$ cat src/shared/tpc_pkg.sv
// Constants for the timer compare and PWM channel block
package tpc_pkg;
	// ==========================================================
	// Sizes
	localparam int NCH = 2;
	localparam int AW = 8;
	// ==========================================================
	// Register byte addresses (one byte per 32-bit word)
	localparam logic [7:0] OFS_SC = 8'h00;
	localparam logic [7:0] OFS_CNTH = 8'h04;
	localparam logic [7:0] OFS_CNTL = 8'h08;
	localparam logic [7:0] OFS_MODH = 8'h0C;
	localparam logic [7:0] OFS_MODL = 8'h10;
	localparam logic [7:0] OFS_CH_BASE = 8'h14;
	localparam logic [7:0] CH_STRIDE = 8'h0C;
	localparam logic [7:0] CH_SC = 8'h00;
	localparam logic [7:0] CH_VH = 8'h04;
	localparam logic [7:0] CH_VL = 8'h08;
	// ==========================================================
	// Timer status/control fields
	localparam int SC_TOF = 7;
	localparam int SC_OVERFLOW_IRQ_ENABLE = 6;
	localparam int SC_CENTER_ALIGN_SELECT = 5;
	localparam int SC_CLKS_HI = 4;
	localparam int SC_CLKS_LO = 3;
	localparam int SC_PS_HI = 2;
	localparam int SC_PS_LO = 0;
	localparam int SC_CFG_HI = 6;
	// ==========================================================
	// Channel status/control fields
	localparam int CSC_CHF = 7;
	localparam int CSC_CHIE = 6;
	localparam int CSC_MSB = 5;
	localparam int CSC_MSA = 4;
	localparam int CSC_ELSB = 3;
	localparam int CSC_ELSA = 2;
	// ==========================================================
	// Encodings and values
	localparam logic [1:0] CLKS_OFF = 2'h0;
	localparam logic [1:0] CLKS_BUS = 2'h1;
	localparam logic [1:0] CLKS_FIXED = 2'h2;
	localparam logic [1:0] CLKS_EXT = 2'h3;
	localparam logic [1:0] ELS_TOGGLE = 2'h1;
	localparam logic [1:0] ELS_CLEAR = 2'h2;
	localparam logic [1:0] ELS_SET = 2'h3;
	localparam logic [1:0] ELS_NONE = 2'h0;
	localparam logic [15:0] CNT_ZERO = 16'h0000;
	localparam logic [15:0] CNT_ONE = 16'h0001;
	localparam logic [15:0] CNT_MAX = 16'hFFFF;
	localparam logic [7:0] REG_RST = 8'h00;
endpackage

$ cat src/hw/tpc_timer_pwm_unit.sv
// Timer counter with output compare, edge and center PWM channels
//
// The address map and the APB register port were chosen for this implementation.
`timescale 1ns/1ps
`default_nettype none
module tpc_timer_pwm_unit (
	// Clock and reset
	input wire logic i_core_clk,
	input wire logic i_arst_n,
	// APB slave
	input wire logic i_psel,
	input wire logic i_penable,
	input wire logic i_pwrite,
	input wire logic [tpc_pkg::AW-1:0] i_paddr,
	input wire logic [31:0] i_pwdata,
	output logic o_pready,
	output logic [31:0] o_prdata,
	output logic o_pslverr,
	// Counter clock sources
	input wire logic i_fixed_tick,
	input wire logic i_ext_clk,
	// Channel pins
	input wire logic [tpc_pkg::NCH-1:0] i_chan_in,
	output logic [tpc_pkg::NCH-1:0] o_chan_out,
	output logic [tpc_pkg::NCH-1:0] o_chan_oe,
	// Interrupt requests
	output logic o_ovf_irq,
	output logic [tpc_pkg::NCH-1:0] o_chan_irq
);
	import tpc_pkg::*;

	// ==========================================================
	// State
	typedef struct packed {
		logic [7:0] sc;
		logic tof_arm;
		logic [15:0] cnt;
		logic down;
		logic [6:0] pre;
		logic [15:0] mod;
		logic [7:0] modb_h;
		logic [7:0] modb_l;
		logic mod_gh;
		logic mod_gl;
		logic [7:0] lat;
		logic lat_v;
		logic lat_hi;
		logic [NCH-1:0][7:0] csc;
		logic [NCH-1:0] chf_arm;
		logic [NCH-1:0][15:0] cv;
		logic [NCH-1:0][7:0] cvb_h;
		logic [NCH-1:0][7:0] cvb_l;
		logic [NCH-1:0] cv_gh;
		logic [NCH-1:0] cv_gl;
		logic [NCH-1:0] out;
		logic [NCH-1:0] oe;
		logic [NCH-1:0] in_prev;
		logic ext_prev;
		logic pready;
		logic pslverr;
		logic [31:0] prdata;
		logic ovf_irq;
		logic [NCH-1:0] ch_irq;
	} tpc_state_t;

	tpc_state_t s_ff;
	tpc_state_t nxt_s;

	// ==========================================================
	// Counter clocking
	logic [1:0] clks;
	logic [2:0] ps;
	logic center_align_select;
	logic src_evt;
	logic [7:0] pre_sh;
	logic [6:0] pre_term;
	logic tick;
	logic [15:0] term;
	logic [15:0] cnt_inc;
	logic [15:0] cnt_dec;
	logic [15:0] cnt_nx;
	logic wrap_up;
	logic turn_top;
	logic turn_bot;
	logic step_up;
	logic tof_evt;
	logic reload_pt;

	assign clks = s_ff.sc[SC_CLKS_HI:SC_CLKS_LO];
	assign ps = s_ff.sc[SC_PS_HI:SC_PS_LO];
	assign center_align_select = s_ff.sc[SC_CENTER_ALIGN_SELECT];

	always_comb begin
		case (clks)
			CLKS_BUS: src_evt = 1'b1;
			CLKS_FIXED: src_evt = i_fixed_tick;
			CLKS_EXT: src_evt = i_ext_clk & ~s_ff.ext_prev;
			default: src_evt = 1'b0;
		endcase
	end

	// Prescaler divides by two to the power ps
	assign pre_sh = 8'h01 << ps;
	assign pre_term = pre_sh[6:0] - 7'h01;
	assign tick = src_evt && (s_ff.pre == pre_term);
	assign term = (s_ff.mod == CNT_ZERO) ? CNT_MAX : s_ff.mod;
	assign cnt_inc = s_ff.cnt + CNT_ONE;
	assign cnt_dec = s_ff.cnt - CNT_ONE;
	assign wrap_up = tick && !center_align_select && (s_ff.cnt == term);
	assign turn_top = tick && center_align_select && !s_ff.down && (s_ff.cnt == term);
	assign turn_bot = tick && center_align_select && s_ff.down && (s_ff.cnt == CNT_ZERO);
	assign tof_evt = wrap_up | turn_top;
	assign step_up = !(turn_top || (center_align_select && s_ff.down && !turn_bot));
	// Reload point: stepping up from terminal minus one
	assign reload_pt = tick && !s_ff.down && (cnt_inc == term)
		&& !turn_top;

	always_comb begin
		if (wrap_up) begin
			cnt_nx = CNT_ZERO;
		end else if (turn_top) begin
			cnt_nx = cnt_dec;
		end else if (turn_bot) begin
			cnt_nx = cnt_inc;
		end else if (center_align_select && s_ff.down) begin
			cnt_nx = cnt_dec;
		end else begin
			cnt_nx = cnt_inc;
		end
	end

	// ==========================================================
	// APB decode
	logic acc;
	logic done;
	logic wr_done;
	logic sel_sc;
	logic sel_cnth;
	logic sel_cntl;
	logic sel_modh;
	logic sel_modl;
	logic [NCH-1:0] sel_csc;
	logic [NCH-1:0] sel_cvh;
	logic [NCH-1:0] sel_cvl;
	logic any_sel;
	logic [7:0] rd_byte;

	assign acc = i_psel && i_penable && !s_ff.pready;
	assign done = i_psel && i_penable && s_ff.pready;
	assign wr_done = done && i_pwrite;
	assign sel_sc = (i_paddr == OFS_SC);
	assign sel_cnth = (i_paddr == OFS_CNTH);
	assign sel_cntl = (i_paddr == OFS_CNTL);
	assign sel_modh = (i_paddr == OFS_MODH);
	assign sel_modl = (i_paddr == OFS_MODL);
	assign any_sel = sel_sc | sel_cnth | sel_cntl | sel_modh | sel_modl
		| (|sel_csc) | (|sel_cvh) | (|sel_cvl);

	// ==========================================================
	// Per channel mode decode and events
	logic [NCH-1:0][1:0] els;
	logic [NCH-1:0] elsa;
	logic [NCH-1:0] ic;
	logic [NCH-1:0] oc;
	logic [NCH-1:0] epwm;
	logic [NCH-1:0] cpwm;
	logic [NCH-1:0] match;
	logic [NCH-1:0] cap;
	logic [NCH-1:0] rise;
	logic [NCH-1:0] fall;

	for (genvar g = 0; g < NCH; g++) begin : g_ch
		localparam logic [7:0] BASE = 8'(OFS_CH_BASE + g * CH_STRIDE);
		assign sel_csc[g] = (i_paddr == BASE + CH_SC);
		assign sel_cvh[g] = (i_paddr == BASE + CH_VH);
		assign sel_cvl[g] = (i_paddr == BASE + CH_VL);
		assign els[g] = s_ff.csc[g][CSC_ELSB:CSC_ELSA];
		assign elsa[g] = s_ff.csc[g][CSC_ELSA];
		assign ic[g] = !center_align_select && !s_ff.csc[g][CSC_MSB]
			&& !s_ff.csc[g][CSC_MSA];
		assign oc[g] = !center_align_select && !s_ff.csc[g][CSC_MSB]
			&& s_ff.csc[g][CSC_MSA];
		assign epwm[g] = !center_align_select && s_ff.csc[g][CSC_MSB];
		assign cpwm[g] = center_align_select && (els[g] != ELS_NONE);
		// Compare only on counter ticks, against the new count
		assign match[g] = tick && (cnt_nx == s_ff.cv[g])
			&& (oc[g] | epwm[g] | cpwm[g]);
		assign rise[g] = i_chan_in[g] & ~s_ff.in_prev[g];
		assign fall[g] = ~i_chan_in[g] & s_ff.in_prev[g];
		assign cap[g] = ic[g] && ((els[g] == ELS_TOGGLE && rise[g])
			|| (els[g] == ELS_CLEAR && fall[g])
			|| (els[g] == ELS_SET && (rise[g] | fall[g])));
	end

	// ==========================================================
	// Read data mux
	always_comb begin
		rd_byte = REG_RST;
		if (sel_sc) begin
			rd_byte = s_ff.sc;
		end
		if (sel_cnth) begin
			rd_byte = (s_ff.lat_v && s_ff.lat_hi) ? s_ff.lat : s_ff.cnt[15:8];
		end
		if (sel_cntl) begin
			rd_byte = (s_ff.lat_v && !s_ff.lat_hi) ? s_ff.lat : s_ff.cnt[7:0];
		end
		if (sel_modh) begin
			rd_byte = s_ff.mod[15:8];
		end
		if (sel_modl) begin
			rd_byte = s_ff.mod[7:0];
		end
		for (int c = 0; c < NCH; c++) begin
			if (sel_csc[c]) begin
				rd_byte = s_ff.csc[c];
			end
			if (sel_cvh[c]) begin
				rd_byte = s_ff.cv[c][15:8];
			end
			if (sel_cvl[c]) begin
				rd_byte = s_ff.cv[c][7:0];
			end
		end
	end

	// ==========================================================
	// Next state
	always_comb begin
		nxt_s = s_ff;
		nxt_s.ext_prev = i_ext_clk;
		nxt_s.in_prev = i_chan_in;
		nxt_s.pready = 1'b0;
		nxt_s.pslverr = 1'b0;
		// Counter advance
		if (tick) begin
			nxt_s.pre = '0;
			nxt_s.cnt = cnt_nx;
			if (turn_top) begin
				nxt_s.down = 1'b1;
			end
			if (turn_bot) begin
				nxt_s.down = 1'b0;
			end
		end else if (src_evt) begin
			nxt_s.pre = s_ff.pre + 7'h01;
		end
		if (!center_align_select) begin
			nxt_s.down = 1'b0;
		end
		// Channel pin actions
		for (int c = 0; c < NCH; c++) begin
			if (match[c] && oc[c]) begin
				case (els[c])
					ELS_TOGGLE: nxt_s.out[c] = ~s_ff.out[c];
					ELS_CLEAR: nxt_s.out[c] = 1'b0;
					ELS_SET: nxt_s.out[c] = 1'b1;
					default: nxt_s.out[c] = s_ff.out[c];
				endcase
			end
			if (tick && epwm[c]) begin
				// Match wins over overflow so zero gives 0%
				if (match[c]) begin
					nxt_s.out[c] = elsa[c];
				end else if (cnt_nx == CNT_ZERO) begin
					nxt_s.out[c] = ~elsa[c];
				end
			end
			if (tick && cpwm[c]) begin
				if (s_ff.cv[c] == CNT_ZERO || s_ff.cv[c][15]) begin
					nxt_s.out[c] = elsa[c];
				end else if (s_ff.cv[c] > s_ff.mod && s_ff.mod != CNT_ZERO) begin
					nxt_s.out[c] = ~elsa[c];
				end else if (match[c]) begin
					nxt_s.out[c] = step_up ? elsa[c] : ~elsa[c];
				end
			end
			if (cap[c]) begin
				nxt_s.cv[c] = s_ff.cnt;
			end
			// Pin released to general purpose I/O in capture
			nxt_s.oe[c] = (els[c] != ELS_NONE) && !ic[c];
		end
		// APB access phase: answer one cycle later
		if (acc) begin
			nxt_s.pready = 1'b1;
			nxt_s.pslverr = ~any_sel;
			nxt_s.prdata = {24'h000000, rd_byte};
			if (!i_pwrite) begin
				if (sel_sc && s_ff.sc[SC_TOF]) begin
					nxt_s.tof_arm = 1'b1;
				end
				// Reading one counter byte freezes the other
				if (sel_cnth || sel_cntl) begin
					if (s_ff.lat_v && (s_ff.lat_hi == sel_cnth)) begin
						nxt_s.lat_v = 1'b0;
					end else begin
						nxt_s.lat_v = 1'b1;
						nxt_s.lat_hi = sel_cntl;
						nxt_s.lat = sel_cntl ? s_ff.cnt[15:8] : s_ff.cnt[7:0];
					end
				end
				for (int c = 0; c < NCH; c++) begin
					if (sel_csc[c] && s_ff.csc[c][CSC_CHF]) begin
						nxt_s.chf_arm[c] = 1'b1;
					end
				end
			end
		end
		// Writes take effect at the completing edge
		if (wr_done) begin
			if (sel_sc) begin
				nxt_s.sc[SC_CFG_HI:0] = i_pwdata[SC_CFG_HI:0];
				if (!i_pwdata[SC_TOF] && s_ff.tof_arm) begin
					nxt_s.sc[SC_TOF] = 1'b0;
				end
				nxt_s.tof_arm = 1'b0;
				nxt_s.mod_gh = 1'b0;
				nxt_s.mod_gl = 1'b0;
			end
			if (sel_cnth || sel_cntl) begin
				nxt_s.cnt = CNT_ZERO;
				nxt_s.pre = '0;
				nxt_s.down = 1'b0;
				nxt_s.lat_v = 1'b0;
			end
			if (sel_modh) begin
				nxt_s.modb_h = i_pwdata[7:0];
				nxt_s.mod_gh = 1'b1;
			end
			if (sel_modl) begin
				nxt_s.modb_l = i_pwdata[7:0];
				nxt_s.mod_gl = 1'b1;
			end
			for (int c = 0; c < NCH; c++) begin
				if (sel_csc[c]) begin
					nxt_s.csc[c][CSC_CHIE:CSC_ELSA] = i_pwdata[CSC_CHIE:CSC_ELSA];
					if (!i_pwdata[CSC_CHF] && s_ff.chf_arm[c]) begin
						nxt_s.csc[c][CSC_CHF] = 1'b0;
					end
					nxt_s.chf_arm[c] = 1'b0;
					nxt_s.cv_gh[c] = 1'b0;
					nxt_s.cv_gl[c] = 1'b0;
				end
				// Capture values are read only
				if (sel_cvh[c] && !ic[c]) begin
					nxt_s.cvb_h[c] = i_pwdata[7:0];
					nxt_s.cv_gh[c] = 1'b1;
				end
				if (sel_cvl[c] && !ic[c]) begin
					nxt_s.cvb_l[c] = i_pwdata[7:0];
					nxt_s.cv_gl[c] = 1'b1;
				end
			end
		end
		// Buffered loads; clock off loads at the second byte
		if (nxt_s.mod_gh && nxt_s.mod_gl && (clks == CLKS_OFF || reload_pt)) begin
			nxt_s.mod = {nxt_s.modb_h, nxt_s.modb_l};
			nxt_s.mod_gh = 1'b0;
			nxt_s.mod_gl = 1'b0;
		end
		for (int c = 0; c < NCH; c++) begin
			if (nxt_s.cv_gh[c] && nxt_s.cv_gl[c] && !ic[c]
				&& (clks == CLKS_OFF || (oc[c] ? tick : reload_pt))) begin
				nxt_s.cv[c] = {nxt_s.cvb_h[c], nxt_s.cvb_l[c]};
				nxt_s.cv_gh[c] = 1'b0;
				nxt_s.cv_gl[c] = 1'b0;
			end
			// Event beats a clear in the same cycle
			if (match[c] || cap[c]) begin
				nxt_s.csc[c][CSC_CHF] = 1'b1;
				nxt_s.chf_arm[c] = 1'b0;
			end
			nxt_s.ch_irq[c] = nxt_s.csc[c][CSC_CHF] && nxt_s.csc[c][CSC_CHIE];
		end
		if (tof_evt) begin
			nxt_s.sc[SC_TOF] = 1'b1;
			nxt_s.tof_arm = 1'b0;
		end
		nxt_s.ovf_irq = nxt_s.sc[SC_TOF] && nxt_s.sc[SC_OVERFLOW_IRQ_ENABLE];
	end

	// Reset clears all control: clock off, channels in capture
	always_ff @(posedge i_core_clk or negedge i_arst_n) begin
		if (!i_arst_n) begin
			s_ff <= '0;
		end else begin
			s_ff <= nxt_s;
		end
	end

	assign o_pready = s_ff.pready;
	assign o_prdata = s_ff.prdata;
	assign o_pslverr = s_ff.pslverr;
	assign o_chan_out = s_ff.out;
	assign o_chan_oe = s_ff.oe;
	assign o_ovf_irq = s_ff.ovf_irq;
	assign o_chan_irq = s_ff.ch_irq;

	logic cnt_wr;
	assign cnt_wr = wr_done && (sel_cnth || sel_cntl);

	for (genvar g = 0; g < NCH; g++) begin : g_chk

	end
endmodule
`default_nettype wire

$ cat config.mk
export PLATFORM = sky130hd
export DESIGN_NAME = tpc_timer_pwm_unit
export DESIGN_NICKNAME = d
export VERILOG_FILES = /design/src/shared/tpc_pkg.sv /design/src/hw/tpc_timer_pwm_unit.sv
export SDC_FILE = /design/constraint.sdc
export NUM_CORES = 1
export LEC_CHECK = 0
export BUFFER_PORTS_ARGS = -buffer_cell sky130_fd_sc_hd__buf_2
export CAP_MARGIN = 20
export CORE_MARGIN = 1
export CORE_UTILIZATION = 30
export CTS_BUF_LIST = sky130_fd_sc_hd__clkbuf_4 sky130_fd_sc_hd__clkbuf_8
export DETAILED_ROUTE_END_ITERATION = 12
export GPL_ROUTABILITY_DRIVEN = 0
export PLACE_DENSITY = 0.41
export SLEW_MARGIN = 20
export SYNTH_ARGS = -nofsm -noshare
export SYNTH_HDL_FRONTEND = slang
export SYNTH_SLANG_ARGS = --single-unit
$ cat constraint.sdc
create_clock -name i_core_clk -period 4.99 [get_ports i_core_clk]
set_input_delay 0 -clock i_core_clk [delete_from_list [all_inputs] [get_ports i_core_clk]]
set_output_delay 0 -clock i_core_clk [all_outputs]
set_load 0.005 [all_outputs]
==> summary.txt, run 1 <==
Status -> completed
Sequence of cells on the critical path -> nor4_4, buf_4, a41oi_1, xnor2_1, nor4_2, nand4_4, and3_1, or4_1, xor2_1, nand4_1, or3_1, or2_1, a31oi_1, buf_4
Post-synth top cells -> dfrtp_1 (179), nand2_1 (111), nor2_1 (90)
CP required -> 5.47 ns
Die ar. -> 0.04149 mm²
Sequential element share of the synthesized area -> 0.3671
Peak VDD IR -> 119.2 µV
1st-iter DRT viols -> 831
Leak pwr -> 6.121 nW
Ant diodes -> 0
Pin count of the biggest net entering global routing -> 91
CTS sink count -> 179
Top-area cell type share of the netlist area -> 0.3671
Critical path arrival -> 5.31 ns
H-tree depth -> 4
Max-slew violations -> 0
TritonRoute pass-1 iters -> 5
Number of buffers created by CTS -> 17
FP Rows -> 73
Storage cell area -> 0.004479 mm²
Area grow syn2layout -> 12.72%
Starting Density -> 0.3057
Share of cells above drive strength 1 -> 0.2114
Met1 Wirelength -> 22.19 mm
Die height -> 203.7 µm
Detailed placement HPWL -> 36.07 mm
Hold_ws -> 0.02191 ns
Top_reg_cell synth -> dfrtp_1
Count leader, synth -> dfrtp_1
# DRC -> 0
Worst-margin pin slew -> 1.028 ns
Yosys warning count -> 0
Max Cap Violations -> 0
Routed WL -> 48.57 mm
Unique masters post-synth -> 84
Nets -> 1443
Max incr delay on CP -> 0.70 ns
Wire length of the first global-routing pass -> 71.64 mm
Initial antenna violation count -> 0
Final Cycle Share -> 0.9683
Post-route ant nets -> 0
Pwr Total -> 2.800 mW
Pwr Density -> 203.6 mW/mm²
Yosys reg bits -> 179
Critical-path cell with the highest stage delay -> or4_1
Setup CP Type -> register to register
Top Layer Used -> met4
Crit path launch type -> register
Most common cell on crit path -> buf_4
Period minus WS final -> 4.832 ns
DR WL met3 -> 2.543 mm
RSZ-0062 raised after global routing -> no
Gr ovfl total -> 0
Post-placement cell area -> 0.01322 mm²
Crit path max fanout -> 17
Setup Skew -> 0.02280 ns
Die width -> 203.7 µm
Design area -> 0.01376 mm²
Port bufs -> 41
Max transition margin -> 0.2971
Vias per cell -> 5.530
Vias after detailed routing -> 10460
Crit end category -> register
Number of synthesized flops with an enable pin -> 0
Routed met2 length -> 21.99 mm
Peak Freq -> 207.0 MHz
Yosys top cell by area -> dfrtp_1
Share of flip-flops with an asynchronous set or reset -> 1.000
Clk_lat worst skew -> 0.54 ns
Synth area leaders -> dfrtp_1 (37%), mux2_2 (6.9%), ha_1 (4.1%)
Footprint of the multi-input gates -> 0.007099 mm²
Worst hold path type -> input pin to register
Final setup viols -> 0
Synth Area per Inst -> 9.534 µm²
CTS tree -> built
Clk pin slew, worst setup/hold paths -> 0.10 ns
I/O pins -> 90
Mapped Area -> 0.01220 mm²
Routed wire length per instance -> 25.67 µm
TNS Setup -> 0 ns
Vias in the first global route -> 10310
Cells after Synth -> 1280
Core area -> 0.03991 mm²
Clock Path Buffers -> 2
GRT Overall Usage -> 0.2401
Final count of hold timing violations -> 0
CTS Root Cell -> clkbuf_8
FILL cells -> 4123
## area by class of cell
cell class,count,share of cell area
clock buffer,19,0.01856
inverter,40,0.01092
timing repair buffer,136,0.07049
clock inverter,13,0.01055
multi-input combinational,980,0.5161
sequential,179,0.3256
tap,525,0.04775
## worst paths after layout
check	slack, ns	endpoint	cells past startpoint	start
setup / recovery	0.16	o_chan_irq[0]	14	s_ff[160]
min in group asynchronous	0.05	s_ff[176]	2	i_arst_n
hold / removal	0.02	o_pslverr	3	i_paddr[0]
max in group asynchronous	3.73	s_ff[101]	3	i_arst_n
setup reg to reg	0.16	o_chan_irq[0]	14	s_ff[160]
hold reg to reg	0.50	o_prdata[7]	1	o_prdata[7]
## placed cells by master (no fill, tap or decap), types with 23 or more instances in the layout
| cell type | n |
|---|---|
| dfrtp_1 | 179 |
| nand2_1 | 111 |
| nor2_1 | 90 |
| buf_4 | 82 |
| mux2_2 | 75 |
| a21oi_1 | 74 |
| xnor2_1 | 53 |
| inv_1 | 40 |
| nor2b_1 | 40 |
| ha_1 | 40 |
| buf_2 | 40 |
| a221o_1 | 34 |
| o21ai_0 | 33 |
| xor2_1 | 30 |
| nor3_1 | 28 |
| nand4_1 | 25 |
| conb_1 | 24 |
| nand3_1 | 23 |
## worst max-delay path: cells and delay by family (launching register included)
family	cells	cell delay (ns)
AND/OR/NAND/NOR	8	2.87
AO/OA/AOI/OAI	2	0.50
flip-flops	1	0.49
XOR/XNOR	2	0.48
buffers and inverters	2	0.44
## registers in the layout, indices dropped and copies added (netlist names)
signal	flops
center_align_select	1
clks	2
els	4
o_chan_irq	2
o_chan_oe	2
o_chan_out	2
o_ovf_irq	1
o_prdata	8
o_pready	1
o_pslverr	1
ps	3
s_ff	152
## what timing repair did
item,4_1_cts,5_1_grt
resized for setup,0,2
setup endpoints to repair,0,1
endpoints found under the hold margin,113,1
setup buffers,0,0
hold buffers,11,1
## per-stage QoR
| stage | instances | setup slack (ns) | utilization |
|---|---|---|---|
| finish | 1892 | 0.1581 | 0.3446 |
| global route | 1892 | 0.02040 | 0.3446 |
| CTS | 1891 | 0.1476 | 0.3439 |
| detailed placement | 1848 | 0.1771 | 0.3311 |
| global placement | 1848 | 0.1439 | 0.3311 |
| floorplan | 1303 | 1.026 | - |
## power breakdown
group / total (mW) / switching [mW] / internal, mW
registers: 1.48 / 0.0193 / 1.46
clock network: 1.06 / 0.632 / 0.430
logic: 0.255 / 0.170 / 0.0845
## metal layers
layer  global-route usage  vias up
met3              0.04219       76
li1                     -     4805
met2               0.3733      323
met5                    0        -
met4              0.09694        0
met1               0.3280     5259
## cells by family after synthesis
| logic type | count (synthesis) | share of synthesized area |
|---|---|---|
| AOI/OAI and AO/OA | 291 | 0.1797 |
| buffers and inverters | 144 | 0.06039 |
| adders and majority gates | 40 | 0.04101 |
| and+or+nand+nor | 441 | 0.1988 |
| DFF | 179 | 0.3671 |
| xor gates and xnor gates | 88 | 0.06624 |
| other | 1 | 0.0003073 |
| muxes | 96 | 0.08643 |
No activity file was read; power rests on OpenSTA's default activity.
==> run 2, diff against run 1 <==
--- a/config.mk
+++ b/config.mk
@@ -8,11 +8,11 @@
 export BUFFER_PORTS_ARGS = -buffer_cell sky130_fd_sc_hd__buf_2
 export CAP_MARGIN = 20
 export CORE_MARGIN = 1
-export CORE_UTILIZATION = 30
+export CORE_UTILIZATION = 25
 export CTS_BUF_LIST = sky130_fd_sc_hd__clkbuf_4 sky130_fd_sc_hd__clkbuf_8
 export DETAILED_ROUTE_END_ITERATION = 12
 export GPL_ROUTABILITY_DRIVEN = 0
-export PLACE_DENSITY = 0.41
+export PLACE_DENSITY = 0.36
 export SLEW_MARGIN = 20
 export SYNTH_ARGS = -nofsm -noshare
 export SYNTH_HDL_FRONTEND = slang
==> constraint.sdc (replaced) <==
create_clock -name i_core_clk -period 4.99 [get_ports i_core_clk]
set_input_delay 0.499 -clock i_core_clk [delete_from_list [all_inputs] [get_ports i_core_clk]]
set_output_delay 0.499 -clock i_core_clk [all_outputs]
set_load 0.005 [all_outputs]
==> run 2 against run 1 <==
  * Wire length increased by 6.7%
  * Fmax is 1.3% higher
  * Cell count up 5.2%
  * Highest routed layer unchanged
==> summary.txt, run 2 (synthesized netlist as in run 1, its figures left out) <==
Nets -> 1452
Setup CP Type -> register to register
Port bufs -> 41
Area grow syn2layout -> 14.15%
Share of cells above drive strength 1 -> 0.2231
1st-iter DRT viols -> 892
Final setup viols -> 0
CP required -> 5.48 ns
Final WS setup -> 0.2220 ns
Die width -> 222.9 µm
CTS sink count -> 179
RSZ-0062 raised after global routing -> no
Pwr Total -> 2.827 mW
Worst-margin pin slew -> 1.083 ns
GRT Overall Usage -> 0.2133
Ant diodes -> 0
Gr ovfl total -> 0
# DRC -> 0
FP Rows -> 80
Status -> completed
Max-slew violations -> 0
Clk_lat worst skew -> 0.59 ns
Reg2reg end -> o_chan_irq[0]
Max transition margin -> 0.2724
H-tree depth -> 4
Max Cap Violations -> 0
Worst reg2reg path depth -> 15
Routed WL -> 51.84 mm
DP Worst Slack -> 0.1966 ns
Most frequent cells in the layout -> dfrtp_1 (179), nand2_1 (111), buf_4 (100), nor2_1 (90), mux2_2 (75)
Die ar. -> 0.04970 mm²
Vias after detailed routing -> 10520
CTS Root Cell -> clkbuf_8
Max FFs per register -> 152
Hold path cells -> 1
Reg2Reg Setup Slack -> 0.22 ns
Wire length of the first global-routing pass -> 75.29 mm
Hold Path Origin -> i_chan_in[0]
Number of buffers created by CTS -> 17
Crit path max fanout -> 17
Routed wire length per instance -> 26.04 µm
Period minus WS final -> 4.768 ns
Starting Density -> 0.2545
Worst hold path type -> input pin to register
Vias in the first global route -> 10400
Peak Freq -> 209.7 MHz
Clock Path Buffers -> 2
Final count of hold timing violations -> 0
Core area -> 0.04795 mm²
Crit end category -> register
Die height -> 222.9 µm
Pin count of the biggest net entering global routing -> 75
Top reg by flops -> s_ff
RR Startpoint -> s_ff[164]
Pwr Density -> 203.0 mW/mm²
Crit path launch type -> register
Setup Skew -> 0.02599 ns
TNS Setup -> 0 ns
Initial antenna violation count -> 2
Critical path arrival -> 5.26 ns
Detailed placement HPWL -> 38.48 mm
Final Cycle Share -> 0.9555
I/O pins -> 90
TritonRoute pass-1 iters -> 5
Most common cell after layout, fill and taps aside -> dfrtp_1
Vias per cell -> 5.283
Peak VDD IR -> 175.1 µV
Worst Hold Endpoint -> s_ff[38]
CTS tree -> built
Clk pin slew, worst setup/hold paths -> 0.11 ns
Post-route ant nets -> 0
Leak pwr -> 6.183 nW
Hold_ws -> 0.06246 ns
run 2: changes by cell type in the layout (fill, tap and decap cells not counted), sizes merged:
cell,before,now
inv,45,43
clkinvlp,4,2
clkbuf,20,18
buf,123,141
dlygate4sd3,12,3
clkinv,3,9
run 2: per-layer routing:
metal	vias to the layer above	track usage	part of all wire
met4	0	0.07141	0.026
met5	-	0	0
met1	5337	0.2909	0.47
met3	66	0.03806	0.045
li1	4812	-	-
met2	304	0.3390	0.46
run 2: timing repair:
item                                    4_1_cts  5_1_grt
gates resized for setup                       0        4
hold endpoints to repair                     74        0
setup buffers                                 0        5
hold buffers                                  3        0
endpoints found under the setup margin        0        4
run 2: cell type report:
| cell class | instances | area [µm²] |
|---|---|---|
| timing repair buffer | 145 | 1015 |
| sequential | 179 | 4479 |
| clock buffer | 17 | 234.0 |
| tap | 615 | 769.5 |
| clock inverter | 15 | 176.4 |
| multi-input combinational | 980 | 7106 |
| inverter | 40 | 150.1 |
| fill | 5032 | 34020 |
run 2: power by group:
part           switching [mW]  total, mW  internal [mW]
sequential             0.0194       1.48           1.46
combinational           0.174      0.256         0.0821
clock                   0.674       1.09          0.415
run 2: through the flow:
stage                     cells  instance area (µm²)    util
after global routing       1991                13930  0.2905
after CTS                  1986                13850  0.2889
after floorplan            1303                12290       -
after detailed placement   1951                13410  0.2797
after global placement     1951                13410  0.2797
final                      1991                13930  0.2905
run 2: how the worst max path moves through the flow:
stage / endpoint / startpoint / slack [ns]
detailed placement: o_chan_out[0] / s_ff[159] / 0.20
global placement: o_chan_irq[0] / s_ff[160] / 0.20
floorplan: o_chan_out[1] / s_ff[162] / 1.03
finish: o_chan_irq[0] / s_ff[164] / 0.22
CTS: o_chan_out[0] / s_ff[159] / 0.16
global route: o_chan_out[1] / s_ff[164] / 0.04
run 2: critical path, stage by stage (launching register included):
cell      delay (ns)
dfrtp_1         0.44
nor4_4          0.33
buf_4           0.29
a41oi_2         0.27
xnor2_1         0.23
nor4_2          0.42
and4_1          0.38
buf_4           0.19
a21oi_1         0.07
a211oi_2        0.67
xnor2_1         0.22
and3b_1         0.18
nand4b_1        0.08
or3_1           0.40
or2_1           0.28
a31oi_1         0.23
